File: src/core/pmr_pkg.sv
package pmr_pkg;
	// ****************
	// Clock and timing
	// ****************
	localparam int unsigned CLK_HZ = 25_000_000;
	localparam int unsigned CLK_PERIOD_NS = 40;
	localparam int unsigned DEBOUNCE_STEP_NS = 62_000;
	localparam int unsigned DEBOUNCE_STEP_CYCLES = (DEBOUNCE_STEP_NS + CLK_PERIOD_NS - 1) / CLK_PERIOD_NS;
	localparam int unsigned KEY_HOLD_S = 16;
	localparam int unsigned KEY_HOLD_CYCLES = KEY_HOLD_S * CLK_HZ;
	localparam int unsigned BATT_MAX_HZ = 800;
	localparam int unsigned BATT_BASE_CYCLES = CLK_HZ / BATT_MAX_HZ;
	localparam int unsigned THERM_MAX_HZ = 200;
	localparam int unsigned THERM_BASE_CYCLES = CLK_HZ / THERM_MAX_HZ;
	localparam int unsigned TIMER_UNIT_CYCLES = CLK_HZ;
	// ****************
	// Register indices, byte address is four times the index
	// ****************
	localparam logic [7:0] IDX_RATE = 8'h85;
	localparam logic [7:0] IDX_TIMER = 8'h8a;
	localparam logic [7:0] IDX_DEBOUNCE = 8'h8e;
	localparam logic [7:0] IDX_OPTIONS = 8'h8f;
	localparam logic [7:0] IDX_PIN0_FUNC = 8'h90;
	localparam logic [7:0] IDX_PIN0_LEVEL = 8'h91;
	localparam logic [7:0] IDX_PIN1_FUNC = 8'h92;
	// ****************
	// Reset values and writable masks
	// ****************
	localparam logic [7:0] RST_RATE = 8'hb0;
	localparam logic [7:0] RST_TIMER = 8'h00;
	localparam logic [7:0] RST_DEBOUNCE = 8'h40;
	localparam logic [7:0] RST_OPTIONS = 8'h00;
	localparam logic [7:0] RST_PIN_FUNC = 8'h07;
	localparam logic [7:0] RST_PIN_LEVEL = 8'h1a;
	localparam logic [7:0] MASK_RATE = 8'hf4;
	localparam logic [7:0] MASK_THRESHOLD = 8'h7f;
	localparam logic [7:0] MASK_DEBOUNCE = 8'hc0;
	localparam logic [7:0] MASK_OPTIONS = 8'hff;
	localparam logic [7:0] MASK_PIN_FUNC = 8'hc7;
	localparam logic [7:0] MASK_PIN_LEVEL = 8'h1f;
	localparam logic [4:0] LEVEL_MAX_CODE = 5'h1a;
	// ****************
	// Field positions
	// ****************
	localparam int unsigned RATE_PIN0_MODE = 2;
	localparam int unsigned TIMER_STATUS = 7;
	localparam int unsigned OPT_IRQ_WAKE = 7;
	localparam int unsigned OPT_SHORT_SEL = 6;
	localparam int unsigned OPT_SHORT_VAL = 5;
	localparam int unsigned OPT_BUS_PIN = 4;
	localparam int unsigned OPT_KEY_POR = 3;
	localparam int unsigned OPT_OT_SHUT = 2;
	localparam int unsigned OPT_KEEP_VOLT = 1;
	localparam int unsigned OPT_PGOOD_RESTART = 0;
	localparam int unsigned PIN_RISE_EN = 7;
	localparam int unsigned PIN_FALL_EN = 6;
	// ****************
	// Pin function codes
	// ****************
	localparam logic [2:0] FUNC_DRIVE_LOW = 3'h0;
	localparam logic [2:0] FUNC_DRIVE_HIGH = 3'h1;
	localparam logic [2:0] FUNC_DIGITAL_IN = 3'h2;
	localparam logic [2:0] FUNC_LDO_ON = 3'h3;
	localparam logic [2:0] FUNC_FLOAT_FIRST = 3'h5;
	// ****************
	// Synchroniser lanes
	// ****************
	localparam int unsigned SYN_WIDTH = 8;
	localparam int unsigned SYN_VOUT = 0;
	localparam int unsigned SYN_IRQ_N = 1;
	localparam int unsigned SYN_KEY_N = 2;
	localparam int unsigned SYN_PGOOD = 3;
	localparam int unsigned SYN_TEMP = 4;
	localparam int unsigned SYN_BUS_EN_N = 5;
	localparam int unsigned SYN_PIN0 = 6;
	localparam logic [7:0] SYN_IDLE = 8'h2e;
	localparam logic [1:0] HTRANS_NONSEQ = 2'h2;
endpackage

File: src/core/pmr_pin_sync.sv
`timescale 1ns/100ps
module pmr_pin_sync #(
	parameter int unsigned WIDTH = 8,
	parameter logic [WIDTH-1:0] IDLE = '0
) (
	input wire logic clk,
	input wire logic rst_n,
	input wire logic [WIDTH-1:0] async_in,
	output logic [WIDTH-1:0] level,
	output logic [WIDTH-1:0] rise,
	output logic [WIDTH-1:0] fall
);
	logic [WIDTH-1:0] s1;
	logic [WIDTH-1:0] s2;
	logic [WIDTH-1:0] s3;
	logic [WIDTH-1:0] next_level;

	// Per lane: a change counts only once the second and third stage agree
	assign next_level = (s3 & ~(s2 ^ s3)) | (level & (s2 ^ s3));

	always_ff @(posedge clk or negedge rst_n) begin
		if (!rst_n) begin
			s1 <= IDLE;
			s2 <= IDLE;
			s3 <= IDLE;
			level <= IDLE;
		end else begin
			s1 <= async_in;
			s2 <= s1;
			s3 <= s2;
			level <= next_level;
		end
	end

	assign rise = ~level & next_level;
	assign fall = level & ~next_level;
endmodule // pmr_pin_sync

File: src/core/pmr_rate_tick.sv
`timescale 1ns/100ps
module pmr_rate_tick #(
	parameter int unsigned BASE_CYCLES = 31250
) (
	input wire logic clk,
	input wire logic rst_n,
	input wire logic [1:0] code,
	output logic tick
);
	logic [31:0] count;
	logic [31:0] limit;

	// Code 3 is the fastest rate; each step down doubles the period
	assign limit = 32'(BASE_CYCLES) << (2'h3 - code);

	always_ff @(posedge clk or negedge rst_n) begin
		if (!rst_n) begin
			count <= 32'h0;
			tick <= 1'b0;
		end else if (count >= limit - 32'h1) begin
			count <= 32'h0;
			tick <= 1'b1;
		end else begin
			count <= count + 32'h1;
			tick <= 1'b0;
		end
	end
endmodule // pmr_rate_tick

File: src/core/pmr_misc_regs.sv
// Design decision made here: the AHB-Lite slave port.
`timescale 1ns/100ps
// How it works
// - Thermistor and pin-0 sample rate 25, 50, 100 or 200 Hz from bits 7:6.
// - Battery voltage and current sample rate 100 to 800 Hz from bits 5:4.
// - Rate bit 2 switches pin-0 bias current on whenever it is set, not only during conversions.
// - Seven-bit timer threshold in bits 6:0; zero stops the timer.
// - Timer status bit 7 rises when the count reaches the threshold.
// - Writing one to the status bit clears it and restarts the count.
// - Output monitor de-bounce of 62 to 248 us, field 7:6, default 01.
// - Option bit 7 lets the interrupt pin wake the device.
// - Option bit 6 picks automatic or software short detection.
// - Option bit 5 is the software short setting when bit 6 selects it.
// - Option bit 4 makes the bus power pin an output or active-low input.
// - Option bit 3 enables power-on reset after 16 s power key hold.
// - Option bit 2 shuts down at over-temperature warning level 3.
// - Option bit 1 clear restores default voltages on wake from sleep.
// - Option bit 0 lets a low on the power-good pin restart a running device.
// - Pin 0 digital input raises events on enabled rising or falling edges.
// - Pin 0 function codes 000 to 100, default 111.
// - Pin 0 codes 101 to 111 float; converter input when its channel is on.
// - Pin 0 level code 0.7 to 3.3 V, default 11010, upper codes reserved.
// - Pin 1 digital input raises events on enabled rising or falling edges.
// - Pin 1 shares codes 000 to 100; upper codes float only.
// - De-bounce register resets on power-on only; others on system reset.
// - Pin-0 current mode is invalid while thermistor source is always on.
module pmr_misc_regs #(
	parameter int unsigned BATT_BASE_CYCLES = pmr_pkg::BATT_BASE_CYCLES,
	parameter int unsigned THERM_BASE_CYCLES = pmr_pkg::THERM_BASE_CYCLES,
	parameter int unsigned TIMER_UNIT_CYCLES = pmr_pkg::TIMER_UNIT_CYCLES,
	parameter int unsigned KEY_HOLD_CYCLES = pmr_pkg::KEY_HOLD_CYCLES,
	parameter int unsigned DEBOUNCE_STEP_CYCLES = pmr_pkg::DEBOUNCE_STEP_CYCLES,
	parameter logic BUS_PIN_INPUT_DEFAULT = 1'b0
) (
	input wire logic hclk,
	input wire logic hresetn,
	input wire logic por_n,
	input wire logic hsel,
	input wire logic [31:0] haddr,
	input wire logic [1:0] htrans,
	input wire logic hwrite,
	input wire logic [2:0] hsize,
	input wire logic [31:0] hwdata,
	input wire logic hready,
	output logic hreadyout,
	output logic hresp,
	output logic [31:0] hrdata,
	output logic therm_pin0_sample,
	output logic batt_sample,
	output logic pin0_bias_current_on,
	input wire logic thermistor_source_always_on,
	output logic pin0_current_mode_valid,
	output logic timer_timeout,
	input wire logic vout_monitor_raw,
	output logic vout_monitor_ok,
	input wire logic irq_pin_n,
	output logic wake_request,
	input wire logic auto_short_detect,
	output logic adapter_bus_shorted,
	input wire logic vbus_drive_request,
	output logic bus_power_drive_output,
	output logic bus_power_pin_oe_n,
	input wire logic bus_power_pin_in,
	output logic bus_power_enable_active,
	input wire logic power_key_n,
	output logic key_por_request,
	input wire logic temp_warning3,
	output logic overtemp_shutdown,
	output logic voltage_restore_on_wake,
	input wire logic device_on,
	input wire logic power_good_pin_in,
	output logic power_good_restart,
	input wire logic [1:0] pin_in,
	output logic [1:0] pin_out,
	output logic [1:0] pin_oe_n,
	output logic [1:0] pin_edge_event,
	output logic [1:0] pin_ldo_en,
	input wire logic pin0_adc_enable,
	output logic pin0_converter_input,
	output logic [4:0] pin0_level
);
	import pmr_pkg::*;

	logic [7:0] rate_reg;
	logic [6:0] threshold;
	logic status;
	logic [7:0] debounce_reg;
	logic [7:0] options;
	logic [7:0] pin_func [2];
	logic [7:0] level_reg;
	logic wr_pend;
	logic rd_pend;
	logic [7:0] acc_idx;
	logic accept;
	logic [7:0] read_mux;
	logic [SYN_WIDTH-1:0] syn_level;
	logic [SYN_WIDTH-1:0] syn_rise;
	logic [SYN_WIDTH-1:0] syn_fall;

	// ****************
	// Bus slave
	// ****************
	assign accept = hsel && hready && htrans == HTRANS_NONSEQ;
	assign hresp = 1'b0;

	// Reads take one wait state so a write just before them is seen
	always_ff @(posedge hclk or negedge hresetn) begin
		if (!hresetn) begin
			wr_pend <= 1'b0;
			rd_pend <= 1'b0;
			acc_idx <= 8'h00;
			hreadyout <= 1'b1;
			hrdata <= 32'h0;
		end else begin
			wr_pend <= accept && hwrite;
			rd_pend <= accept && !hwrite;
			if (accept) begin
				acc_idx <= (haddr[31:10] == 22'h0 && haddr[1:0] == 2'h0) ? haddr[9:2] : 8'h00;
			end
			if (accept && !hwrite) begin
				hreadyout <= 1'b0;
			end else begin
				hreadyout <= 1'b1;
			end
			if (rd_pend) begin
				hrdata <= {24'h0, read_mux};
			end
		end
	end

	always_comb begin
		case (acc_idx)
			IDX_RATE: read_mux = rate_reg;
			IDX_TIMER: read_mux = {status, threshold};
			IDX_DEBOUNCE: read_mux = debounce_reg;
			IDX_OPTIONS: read_mux = options;
			IDX_PIN0_FUNC: read_mux = pin_func[0];
			IDX_PIN0_LEVEL: read_mux = level_reg;
			IDX_PIN1_FUNC: read_mux = pin_func[1];
			default: read_mux = 8'h00;
		endcase
	end

	// ****************
	// System reset registers
	// ****************
	always_ff @(posedge hclk or negedge hresetn) begin
		if (!hresetn) begin
			rate_reg <= RST_RATE;
			threshold <= RST_TIMER[6:0];
			options <= RST_OPTIONS | {3'h0, BUS_PIN_INPUT_DEFAULT, 4'h0};
			pin_func[0] <= RST_PIN_FUNC;
			pin_func[1] <= RST_PIN_FUNC;
			level_reg <= RST_PIN_LEVEL;
		end else if (wr_pend) begin
			// Reserved bits are masked off and keep reading zero
			case (acc_idx)
				IDX_RATE: rate_reg <= hwdata[7:0] & MASK_RATE;
				IDX_TIMER: threshold <= hwdata[6:0] & MASK_THRESHOLD[6:0];
				IDX_OPTIONS: options <= hwdata[7:0] & MASK_OPTIONS;
				IDX_PIN0_FUNC: pin_func[0] <= hwdata[7:0] & MASK_PIN_FUNC;
				IDX_PIN0_LEVEL: level_reg <= hwdata[7:0] & MASK_PIN_LEVEL;
				IDX_PIN1_FUNC: pin_func[1] <= hwdata[7:0] & MASK_PIN_FUNC;
				default: ;
			endcase
		end
	end

	// Survives system reset, restored to its default only by power-on reset
	always_ff @(posedge hclk or negedge por_n) begin
		if (!por_n) begin
			debounce_reg <= RST_DEBOUNCE;
		end else if (wr_pend && acc_idx == IDX_DEBOUNCE) begin
			debounce_reg <= hwdata[7:0] & MASK_DEBOUNCE;
		end
	end

	// ****************
	// Sampling rates
	// ****************
	pmr_rate_tick #(
		.BASE_CYCLES(THERM_BASE_CYCLES)
	) u_therm_tick (
		.clk(hclk),
		.rst_n(hresetn),
		.code(rate_reg[7:6]),
		.tick(therm_pin0_sample)
	);

	pmr_rate_tick #(
		.BASE_CYCLES(BATT_BASE_CYCLES)
	) u_batt_tick (
		.clk(hclk),
		.rst_n(hresetn),
		.code(rate_reg[5:4]),
		.tick(batt_sample)
	);

	// ****************
	// Timeout timer
	// ****************
	logic [31:0] unit_cnt;
	logic [6:0] tick_cnt;
	logic timer_run;
	logic timer_clear;
	logic timer_write;
	logic timer_hit;

	assign timer_run = threshold != 7'h0 && !status;
	assign timer_write = wr_pend && acc_idx == IDX_TIMER;
	assign timer_clear = timer_write && hwdata[TIMER_STATUS];
	assign timer_hit = timer_run && unit_cnt == TIMER_UNIT_CYCLES - 1 && tick_cnt + 7'h1 == threshold;

	always_ff @(posedge hclk or negedge hresetn) begin
		if (!hresetn) begin
			unit_cnt <= 32'h0;
			tick_cnt <= 7'h0;
		end else if (timer_write || !timer_run) begin
			// Any timer write restarts, so a lowered threshold is never skipped past
			unit_cnt <= 32'h0;
			tick_cnt <= 7'h0;
		end else if (unit_cnt == TIMER_UNIT_CYCLES - 1) begin
			unit_cnt <= 32'h0;
			tick_cnt <= tick_cnt + 7'h1;
		end else begin
			unit_cnt <= unit_cnt + 32'h1;
		end
	end

	// A timeout landing on the clearing write still sets the flag
	always_ff @(posedge hclk or negedge hresetn) begin
		if (!hresetn) begin
			status <= 1'b0;
		end else if (timer_hit) begin
			status <= 1'b1;
		end else if (timer_clear) begin
			status <= 1'b0;
		end
	end
	assign timer_timeout = status;

	// ****************
	// Pin synchronisers
	// ****************
	pmr_pin_sync #(
		.WIDTH(SYN_WIDTH),
		.IDLE(SYN_IDLE)
	) u_sync (
		.clk(hclk),
		.rst_n(hresetn),
		.async_in({pin_in, bus_power_pin_in, temp_warning3, power_good_pin_in, power_key_n, irq_pin_n,
			vout_monitor_raw}),
		.level(syn_level),
		.rise(syn_rise),
		.fall(syn_fall)
	);

	// ****************
	// Output monitor de-bounce
	// ****************
	logic [15:0] dbc_cnt;
	logic [15:0] dbc_limit;

	assign dbc_limit = 16'(DEBOUNCE_STEP_CYCLES * ({30'h0, debounce_reg[7:6]} + 32'h1));

	always_ff @(posedge hclk or negedge hresetn) begin
		if (!hresetn) begin
			dbc_cnt <= 16'h0;
			vout_monitor_ok <= 1'b0;
		end else if (syn_level[SYN_VOUT] == vout_monitor_ok) begin
			dbc_cnt <= 16'h0;
		end else if (dbc_cnt >= dbc_limit - 16'h1) begin
			dbc_cnt <= 16'h0;
			vout_monitor_ok <= syn_level[SYN_VOUT];
		end else begin
			dbc_cnt <= dbc_cnt + 16'h1;
		end
	end

	// ****************
	// Power key hold
	// ****************
	logic [31:0] key_cnt;

	// Fires once per hold; the key must be released, or option bit 3 cleared, before it can fire again
	always_ff @(posedge hclk or negedge hresetn) begin
		if (!hresetn) begin
			key_cnt <= 32'h0;
			key_por_request <= 1'b0;
		end else if (syn_level[SYN_KEY_N] || !options[OPT_KEY_POR]) begin
			key_cnt <= 32'h0;
			key_por_request <= 1'b0;
		end else if (key_cnt < KEY_HOLD_CYCLES) begin
			key_cnt <= key_cnt + 32'h1;
			key_por_request <= key_cnt == KEY_HOLD_CYCLES - 1;
		end else begin
			key_por_request <= 1'b0;
		end
	end

	// ****************
	// Option outputs
	// ****************
	always_ff @(posedge hclk or negedge hresetn) begin
		if (!hresetn) begin
			wake_request <= 1'b0;
			adapter_bus_shorted <= 1'b0;
			bus_power_drive_output <= 1'b0;
			bus_power_pin_oe_n <= 1'b1;
			bus_power_enable_active <= 1'b0;
			overtemp_shutdown <= 1'b0;
			voltage_restore_on_wake <= 1'b1;
			power_good_restart <= 1'b0;
			pin0_bias_current_on <= 1'b0;
			pin0_current_mode_valid <= 1'b0;
		end else begin
			wake_request <= options[OPT_IRQ_WAKE] && syn_fall[SYN_IRQ_N];
			adapter_bus_shorted <= options[OPT_SHORT_SEL] ? options[OPT_SHORT_VAL] : auto_short_detect;
			bus_power_drive_output <= vbus_drive_request && !options[OPT_BUS_PIN];
			bus_power_pin_oe_n <= options[OPT_BUS_PIN];
			bus_power_enable_active <= options[OPT_BUS_PIN] && !syn_level[SYN_BUS_EN_N];
			overtemp_shutdown <= options[OPT_OT_SHUT] && syn_level[SYN_TEMP];
			voltage_restore_on_wake <= !options[OPT_KEEP_VOLT];
			power_good_restart <= options[OPT_PGOOD_RESTART] && device_on && syn_fall[SYN_PGOOD];
			pin0_bias_current_on <= rate_reg[RATE_PIN0_MODE];
			// One current source serves both pins
			pin0_current_mode_valid <= rate_reg[RATE_PIN0_MODE] && !thermistor_source_always_on;
		end
	end

	// ****************
	// General-purpose pins
	// ****************
	always_ff @(posedge hclk or negedge hresetn) begin
		if (!hresetn) begin
			pin_out <= 2'h0;
			pin_oe_n <= 2'h3;
			pin_edge_event <= 2'h0;
			pin_ldo_en <= 2'h0;
			pin0_converter_input <= 1'b0;
			pin0_level <= LEVEL_MAX_CODE;
		end else begin
			for (int p = 0; p < 2; p++) begin
				pin_out[p] <= pin_func[p][2:0] == FUNC_DRIVE_HIGH;
				pin_oe_n[p] <= pin_func[p][2:1] != 2'h0;
				pin_ldo_en[p] <= pin_func[p][2:0] == FUNC_LDO_ON;
				pin_edge_event[p] <= pin_func[p][2:0] == FUNC_DIGITAL_IN &&
					((pin_func[p][PIN_RISE_EN] && syn_rise[SYN_PIN0 + p]) ||
					(pin_func[p][PIN_FALL_EN] && syn_fall[SYN_PIN0 + p]));
			end
			pin0_converter_input <= pin_func[0][2:0] >= FUNC_FLOAT_FIRST && pin0_adc_enable;
			// Reserved level codes are held at the top step
			pin0_level <= (level_reg[4:0] > LEVEL_MAX_CODE) ? LEVEL_MAX_CODE : level_reg[4:0];
		end
	end
endmodule // pmr_misc_regs

File: config.mk
export PLATFORM = sky130hd
export DESIGN_NAME = pmr_misc_regs
export DESIGN_NICKNAME = d
export VERILOG_FILES = /design/src/core/pmr_pkg.sv /design/src/core/pmr_pin_sync.sv /design/src/core/pmr_rate_tick.sv /design/src/core/pmr_misc_regs.sv
export SDC_FILE = /design/constraint.sdc
export NUM_CORES = 1
export LEC_CHECK = 0
export BUFFER_PORTS_ARGS = -buffer_cell sky130_fd_sc_hd__buf_2
export CORE_MARGIN = 5
export CORE_UTILIZATION = 40
export DETAILED_ROUTE_END_ITERATION = 7
export SYNTH_ARGS = -nofsm -noshare
export SYNTH_HDL_FRONTEND = slang
export SYNTH_SLANG_ARGS = --single-unit
File: constraint.sdc
create_clock -name hclk -period 3 [get_ports hclk]
set_clock_uncertainty 0.05 [all_clocks]
set_input_delay 0.75 -clock hclk [delete_from_list [all_inputs] [get_ports hclk]]
set_output_delay 0.75 -clock hclk [all_outputs]
set_load 0.02 [all_outputs]
==> results.txt, run 1 <==
failing checks - setup timing
reg-to-reg startpoint - debounce_reg[6]$_DFFE_PN1P_
Fill cells - 3272
Post-route DRC - 0
Sw Share - 0.2410
Startpoint Class - flop
register area share after synthesis - 0.4867
first-pass GRT wire length - 48730 µm
min Tclk post-route - 3194 ps
R2R setup slack - -190 ps
die width - 196.2 µm
GPL Wtd Cong - 0.7858
NetSw - 1.965 mW
critical path, cell by cell - clkinvlp_4 > ha_4 > buf_6 > xor2_2 > nor3b_4 > a21oi_2 > a31oi_1 > ha_1 > a21o_1 > a21o_1 > a21oi_2 > o221a_4 > nand2_4 > clkbuf_16 > nor2_2
DRT antenna net count - 0
post-synthesis adder-cell area fraction - 0.09523
vias in the first global route - 10110
Leakage - 7.367 nW
layout cells sized above 1 - 0.1988
Max Fanout on Critical Path - 7
P_int - 6.190 mW
Post-synth EDFFs - 0
FF+latch count, synth - 268
pwr/cell area - 497.2 nW/µm²
P&R area growth vs syn - 18.23%
cell family with most CP delay - compound AO/OA/AOI/OAI gates
placement row count - 68
Slew Viols, Final - 0
synth warn - 0
post-DP HPWL - 20340 µm
Antenna diodes - 0
Max stage delay on crit path - 550 ps
Placed Cells - 1933
clock-pin transition on the worst setup and hold timing paths - 60 ps
die outline height - 196.2 µm
worst-margin pin slew - 692.3 ps
Peak VDD IR - 0.4295 mV
Gate power share - 0.077
Worst EP required - 3430 ps
final worst slack - -194.1 ps
compound-gate portion of the synthesized area - 0.06376
CTS tree - done
# IOs - 151
Post-DP Area - 15150 µm²
synthesized area - 13870 µm²
status - finished, violations left
cell count after synthesis - 1350
pre-CTS WS - -163.8 ps
ys async rst share - 1.000
post-synthesis average cell area - 10.28 µm²
via count - 10060
Max Cap Viol - 0
Final Total Pwr - 8.155 mW
Buffers on Ports - 98
setup total negative slack - -2683 ps
final hold vios - 0
ys flop type - dfrtp_1
critical path depth - 15
clk sink count - 268
fin cells - 1994
Initial Util - 0.4036
via/cell ratio - 5.043
arrival time worst endpoint - 3620 ps
crit path capture - dbc_cnt[14]$_DFF_PN0_
Reg power frac - 0.478
DIE AREA - 38510 µm²
Longest Clk Path Bufs - 3
Post-Route WL - 28510 µm
post-synth cell types - 66
Core Area - 34370 µm²
largest family of logic cells by synthesized area - simple AND/OR/NAND/NOR gates
post-synthesis xor/xnor area fraction - 0.08585
Crit Path Category - reg -> reg
CTS Buf Count - 30
largest net degree at the start of global routing - 60
CTS root buf - clkbuf_16
Global Route Usage Sum - 0.1470
initial antenna violation count - 0
Skew-Pair Late Insertion Delay - 560 ps
final setup fails - 15
worst min path class - in -> async
fin area - 16400 µm²
initial DRC count - 478
Max-Slew Margin vs Limit - 0.5349
Critical-path top delay cell - dfstp_2
Synth Area in Simple Gates - 0.1976
R2R Path End - dbc_cnt[14]$_DFF_PN0_
Worst Setup SP - debounce_reg[6]$_DFFE_PN1P_
CP Capture Type - flop
Crit path buffers/inverters - 3
DR pass1 iterations - 4
R2R depth - 15
Final #Nets - 1703
mux share of post-synthesis cell area - 0.03806
clock network fraction of total power - 0.444
Congestion Overflow GR - 0
period utilization - 1.065
Achievable Freq - 0.3131 GHz
RSZ-0062 raised after global routing - true
Clock H-tree levels - 1
drt wl/cell - 14.30 µm
-- power by group through the flow --
stage / Clock [mW] / Sequential [mW] / Combinational (mW)
after global routing: 3.91 / 3.92 / 0.728
after floorplan: 0 / 3.98 / 0.324
final: 3.62 / 3.90 / 0.630
after CTS: 3.74 / 3.90 / 0.614
after global placement: 0 / 3.96 / 0.589
after detailed placement: 0 / 3.97 / 0.605
-- cells by family after synthesis --
kind of cell,Yosys count
AND/OR/NAND/NOR,562
flip-flops,268
AO/OA/AOI/OAI,137
XOR/XNOR,136
adder cells (fa/ha/maj),107
buffers and inverters,90
multiplexers,48
other,2
-- routing by layer --
metal	part of all wire	wire length (µm)	track usage	vias up
met3	0.039	1107	0.02318	36
met2	0.49	13900	0.2541	158
met1	0.46	12970	0.1955	4889
li1	-	-	-	4972
met4	0.018	522	0.03388	0
met5	0	0	0	-
-- how the worst min path moves through the flow --
stage,depth (start not counted),to,start
3_3_place_gp,0,u_sync.s2[7]$_DFF_PN0_,u_sync.s1[7]$_DFF_PN0_
5_1_grt,1,tick_cnt[3]$_DFFE_PN0P_,hresetn
4_1_cts,1,tick_cnt[3]$_DFFE_PN0P_,hresetn
2_1_floorplan,0,u_sync.s2[0]$_DFF_PN0_,u_sync.s1[0]$_DFF_PN0_
6_report,1,u_sync.s1[0]$_DFF_PN0_,hresetn
3_5_place_dp,0,u_sync.s2[7]$_DFF_PN0_,u_sync.s1[7]$_DFF_PN0_
-- Yosys cell counts, types with 10 or more instances --
cell type	count	share of area
o21ai_0	30	0.011
nand3_1	82	0.030
inv_1	32	0.0087
mux2i_1	10	0.0072
and2_1	12	0.0054
nor2b_1	10	0.0045
xor2_1	69	0.044
buf_4	28	0.015
ha_1	100	0.090
a21oi_1	45	0.016
xnor2_1	67	0.042
clkbuf_1	24	0.0065
and4_1	15	0.0095
mux2_2	38	0.031
or3_1	15	0.0068
dfstp_2	37	0.070
nor3_1	32	0.012
dfrtp_1	231	0.42
nor4_1	17	0.0077
nand4_1	38	0.017
nand2_1	87	0.024
nor2_1	205	0.055
and3_1	17	0.0077
-- layout by cell type (no fill, tap or decap), types with 29 or more instances in the layout --
cell,netlist,routed
dfrtp_1,231,231
nor2_1,205,191
buf_2,4,97
ha_1,100,96
nand2_1,87,86
nand3_1,82,82
xor2_1,69,67
xnor2_1,67,67
conb_1,2,55
a21oi_1,45,43
nand4_1,38,38
mux2_2,38,37
dfstp_2,37,37
nor3_1,32,32
buf_4,28,32
clkbuf_16,0,31
inv_1,32,29
o21ai_0,30,29
-- layout make-up --
class,count,area [µm²],share of cell area
clock buffers,46,910.9,0.05553
clock inverters,10,91.34,0.005568
inverters,32,123.9,0.007552
multi-input cells,1045,7068,0.4309
flip-flops and latches,268,6753,0.4117
well taps,455,569.3,0.03471
repair buffers,138,887.1,0.05408
-- stage by stage --
stage	hold WS [ps]	util
2_1_floorplan	281.2	-
3_3_place_gp	287.8	0.4406
3_5_place_dp	296.5	0.4406
4_1_cts	70.92	0.4729
5_1_grt	101.5	0.4772
6_report	82.33	0.4772
-- what timing repair did --
| action | in CTS | in global routing |
|---|---|---|
| gates resized for setup | 15 | 30 |
| buffers inserted | 1 | 2 |
| cloned | 0 | 1 |
| endpoints found under the hold margin | 1 | 0 |
| hold buffers | 1 | 0 |
| setup endpoints to repair | 15 | 81 |
| pin swaps | 10 | 10 |
Power figures use the tool's default switching activity.
==> run 2: changes to the inputs <==
Settings changed: HOLD_SLACK_MARGIN from default to 0.05, SKIP_LAST_GASP from default to 1.
Clock period 3 ns to 2.9 ns, I/O delays scaled along.
==> run 2 against run 1 <==
  * The flow still finishes with violations (setup timing)
  * Sequential share of layout area fell by 0.38 points
  * Non-clock buffer count rose by 14
  * Critical path depth fell by 3
  * Final area rose by 0.95%
  * Count of clock-buffer cells in the layout fell by 4
  * Largest power group is now the clock network
  * Power rose by 7.4%
==> results.txt, run 2 (synthesis results as in run 1) <==
status - finished, violations left (unchanged)
failing checks - setup timing (unchanged)
Max Cap Viol - 0 (unchanged)
final hold vios - 0 (unchanged)
pwr/cell area - 528.9 nW/µm² (was 497.2 nW/µm²)
layout cells sized above 1 - 0.2070 (was 0.1988)
pre-CTS WS - -170.2 ps (was -163.8 ps)
GPL Wtd Cong - 0.8066 (was 0.7858)
clock-pin transition on the worst setup and hold timing paths - 60 ps (about the same)
Antenna diodes - 0 (unchanged)
Post-route DRC - 0 (unchanged)
CTS tree - done (unchanged)
period utilization - 1.035 (was 1.065)
P_int - 6.672 mW (was 6.190 mW)
Most common cell on crit path - a21o_1
die outline height - 196.2 µm (unchanged)
arrival time worst endpoint - 3380 ps (was 3620 ps)
placement row count - 68 (unchanged)
Gate power share - 0.075 (was 0.077)
Clock H-tree levels - 1 (unchanged)
final worst slack - -101.4 ps (was -194.1 ps)
Max-Slew Margin vs Limit - 0.4702 (was 0.5349)
via/cell ratio - 5.058 (was 5.043)
Global Route Usage Sum - 0.1565 (was 0.1470)
Max stage delay on crit path - 550 ps (about the same)
final setup fails - 15 (unchanged)
DIE AREA - 38510 µm² (unchanged)
routed wl met2 - 14370 µm (was 13900 µm)
Placed Cells - 1939 (was 1933)
Buffers on Ports - 98 (unchanged)
Achievable Freq - 0.3332 GHz (was 0.3131 GHz)
initial antenna violation count - 0 (unchanged)
worst-margin pin slew - 794.8 ps (was 692.3 ps)
P&R area growth vs syn - 19.34% (was 18.23%)
largest net degree at the start of global routing - 65 (was 60)
# IOs - 151 (unchanged)
Initial Util - 0.4036 (unchanged)
CP Capture Type - flop (unchanged)
initial DRC count - 550 (was 478)
Peak VDD IR - 0.4640 mV (was 0.4295 mV)
Slew Viols, Final - 0 (unchanged)
fin cells - 2006 (was 1994)
most common cell after layout, fill and taps aside - dfrtp_1 (unchanged)
Critical-path top delay cell - dfstp_2 (unchanged)
DRT antenna net count - 0 (unchanged)
Longest Clk Path Bufs - 3 (unchanged)
Sw Share - 0.2382 (was 0.2410)
Post-Route WL - 30180 µm (was 28510 µm)
DR pass1 iterations - 5 (was 4)
clock network fraction of total power - 0.464 (was 0.444)
vias in the first global route - 10120 (was 10110)
CTS root buf - clkbuf_16 (unchanged)
CTS Buf Count - 31 (was 30)
RSZ-0062 raised after global routing - true (unchanged)
Congestion Overflow GR - 0 (unchanged)
Skew-Pair Late Insertion Delay - 580 ps (was 560 ps)
clk sink count - 268 (unchanged)
Reg power frac - 0.461 (was 0.478)
min Tclk post-route - 3001 ps (was 3194 ps)
worst min path class - in -> async (unchanged)
Fill cells - 3203 (was 3272)
Core Area - 34370 µm² (unchanged)
NetSw - 2.086 mW (was 1.965 mW)
setup total negative slack - -652.6 ps (was -2683 ps)
M1 wire length - 13930 µm (was 12970 µm)
Leakage - 7.473 nW (was 7.367 nW)
drt wl/cell - 15.04 µm (was 14.30 µm)
Crit Path Category - reg -> reg (unchanged)
met3 WL - 1319 µm (was 1107 µm)
commonest non-fill, non-tap cells in the layout - 230 x dfrtp_1, 197 x nor2_1, 97 x buf_2 (was 231 x dfrtp_1, 191 x nor2_1, 97 x buf_2)
post-DP HPWL - 21470 µm (was 20340 µm)
first-pass GRT wire length - 50930 µm (was 48730 µm)
via count - 10150 (was 10060)
critical path, cell by cell - inv_4 > ha_4 > a22oi_2 > nor3b_4 > a21oi_1 > a31oi_1 > ha_1 > a21o_1 > a21o_1 > a21oi_2 > o221a_4 > mux2_4 (was clkinvlp_4 > ha_4 > buf_6 > xor2_2 > nor3b_4 > a21oi_2 > a31oi_1 > ha_1 > a21o_1 > a21o_1 > a21oi_2 > o221a_4 > nand2_4 > clkbuf_16 > nor2_2)
Worst EP required - 3280 ps (was 3430 ps)
Final #Nets - 1718 (was 1703)
max layer used - met4 (unchanged)
die width - 196.2 µm (unchanged)
Max Fanout on Critical Path - 5 (was 7)
Final Total Pwr - 8.758 mW (was 8.155 mW)
Startpoint Class - flop (unchanged)
## run 2: cell count changes in the layout (fill, tap and decap cells not counted), sizes merged
cell and change:
clkbuf -5, clkinvlp -2, bufinv +3, clkinv -1, inv +2, buf +15
## run 2: worst paths after layout
kind / slack [ps] / to / depth (start not counted) / startpoint
max in group asynchronous: 1960 / dbc_cnt[12]$_DFF_PN0_ / 2 / hresetn
min in group hclk: 190 / u_sync.s1[3]$_DFF_PN1_ / 1 / power_good_pin_in
max: -100 / vout_monitor_ok$_DFFE_PN0P_ / 12 / debounce_reg[6]$_DFFE_PN1P_
max reg2reg: -100 / vout_monitor_ok$_DFFE_PN0P_ / 12 / debounce_reg[6]$_DFFE_PN1P_
min: 70 / u_therm_tick.count[27]$_DFF_PN0_ / 1 / hresetn
min reg2reg: 300 / u_sync.s2[6]$_DFF_PN0_ / 0 / u_sync.s1[6]$_DFF_PN0_
## run 2: critical path, delay by kind of cell (launching register included)
kind                       cells  cell delay, ps
AOI/OAI and AO/OA              7            1180
adders and majority gates      2             490
buffers and inverters          1              60
DFF                            1             550
muxes                          1             300
and+or+nand+nor                1             230
## run 2: layout make-up
type	count	area (µm²)	share of cell area
well taps	455	569.3	0.03438
inverters	32	122.6	0.007405
multi-input cells	1045	7057	0.4262
clock buffers	42	897.1	0.05418
flip-flops and latches	268	6754	0.4079
clock inverters	12	181.4	0.01096
repair buffers	152	977.2	0.05901
## run 2: power by group through the flow
| stage | clock network, mW | registers, mW | logic, mW |
|---|---|---|---|
| after global placement | 0 | 4.10 | 0.619 |
| after global routing | 4.34 | 4.06 | 0.754 |
| after floorplan | 0 | 4.12 | 0.339 |
| final | 4.06 | 4.04 | 0.659 |
| after detailed placement | 0 | 4.11 | 0.637 |
| after CTS | 4.18 | 4.04 | 0.656 |
## run 2: layer usage
metal,global-route usage,vias to the layer above
li1,-,4995
met1,0.2140,4942
met2,0.2614,169
met3,0.02576,40
met4,0.03827,0
met5,0,-
## run 2: stage by stage
step                      hold WS, ps    util  instance area (µm²)
final                           67.83  0.4817                16560
after global routing            90.02  0.4817                16560
after CTS                       69.17  0.4774                16410
after detailed placement        284.7  0.4425                15210
after global placement          285.4  0.4425                15210
after floorplan                 281.2       -                14120
## run 2: repair_timing
item                                    4_1_cts  5_1_grt
endpoints found under the setup margin       34       82
pin swaps                                    12        9
endpoints found under the hold margin         2        0
hold buffers                                  1        0
gates cloned                                  1        0
gates resized for setup                      19       23
setup buffers                                 4        7
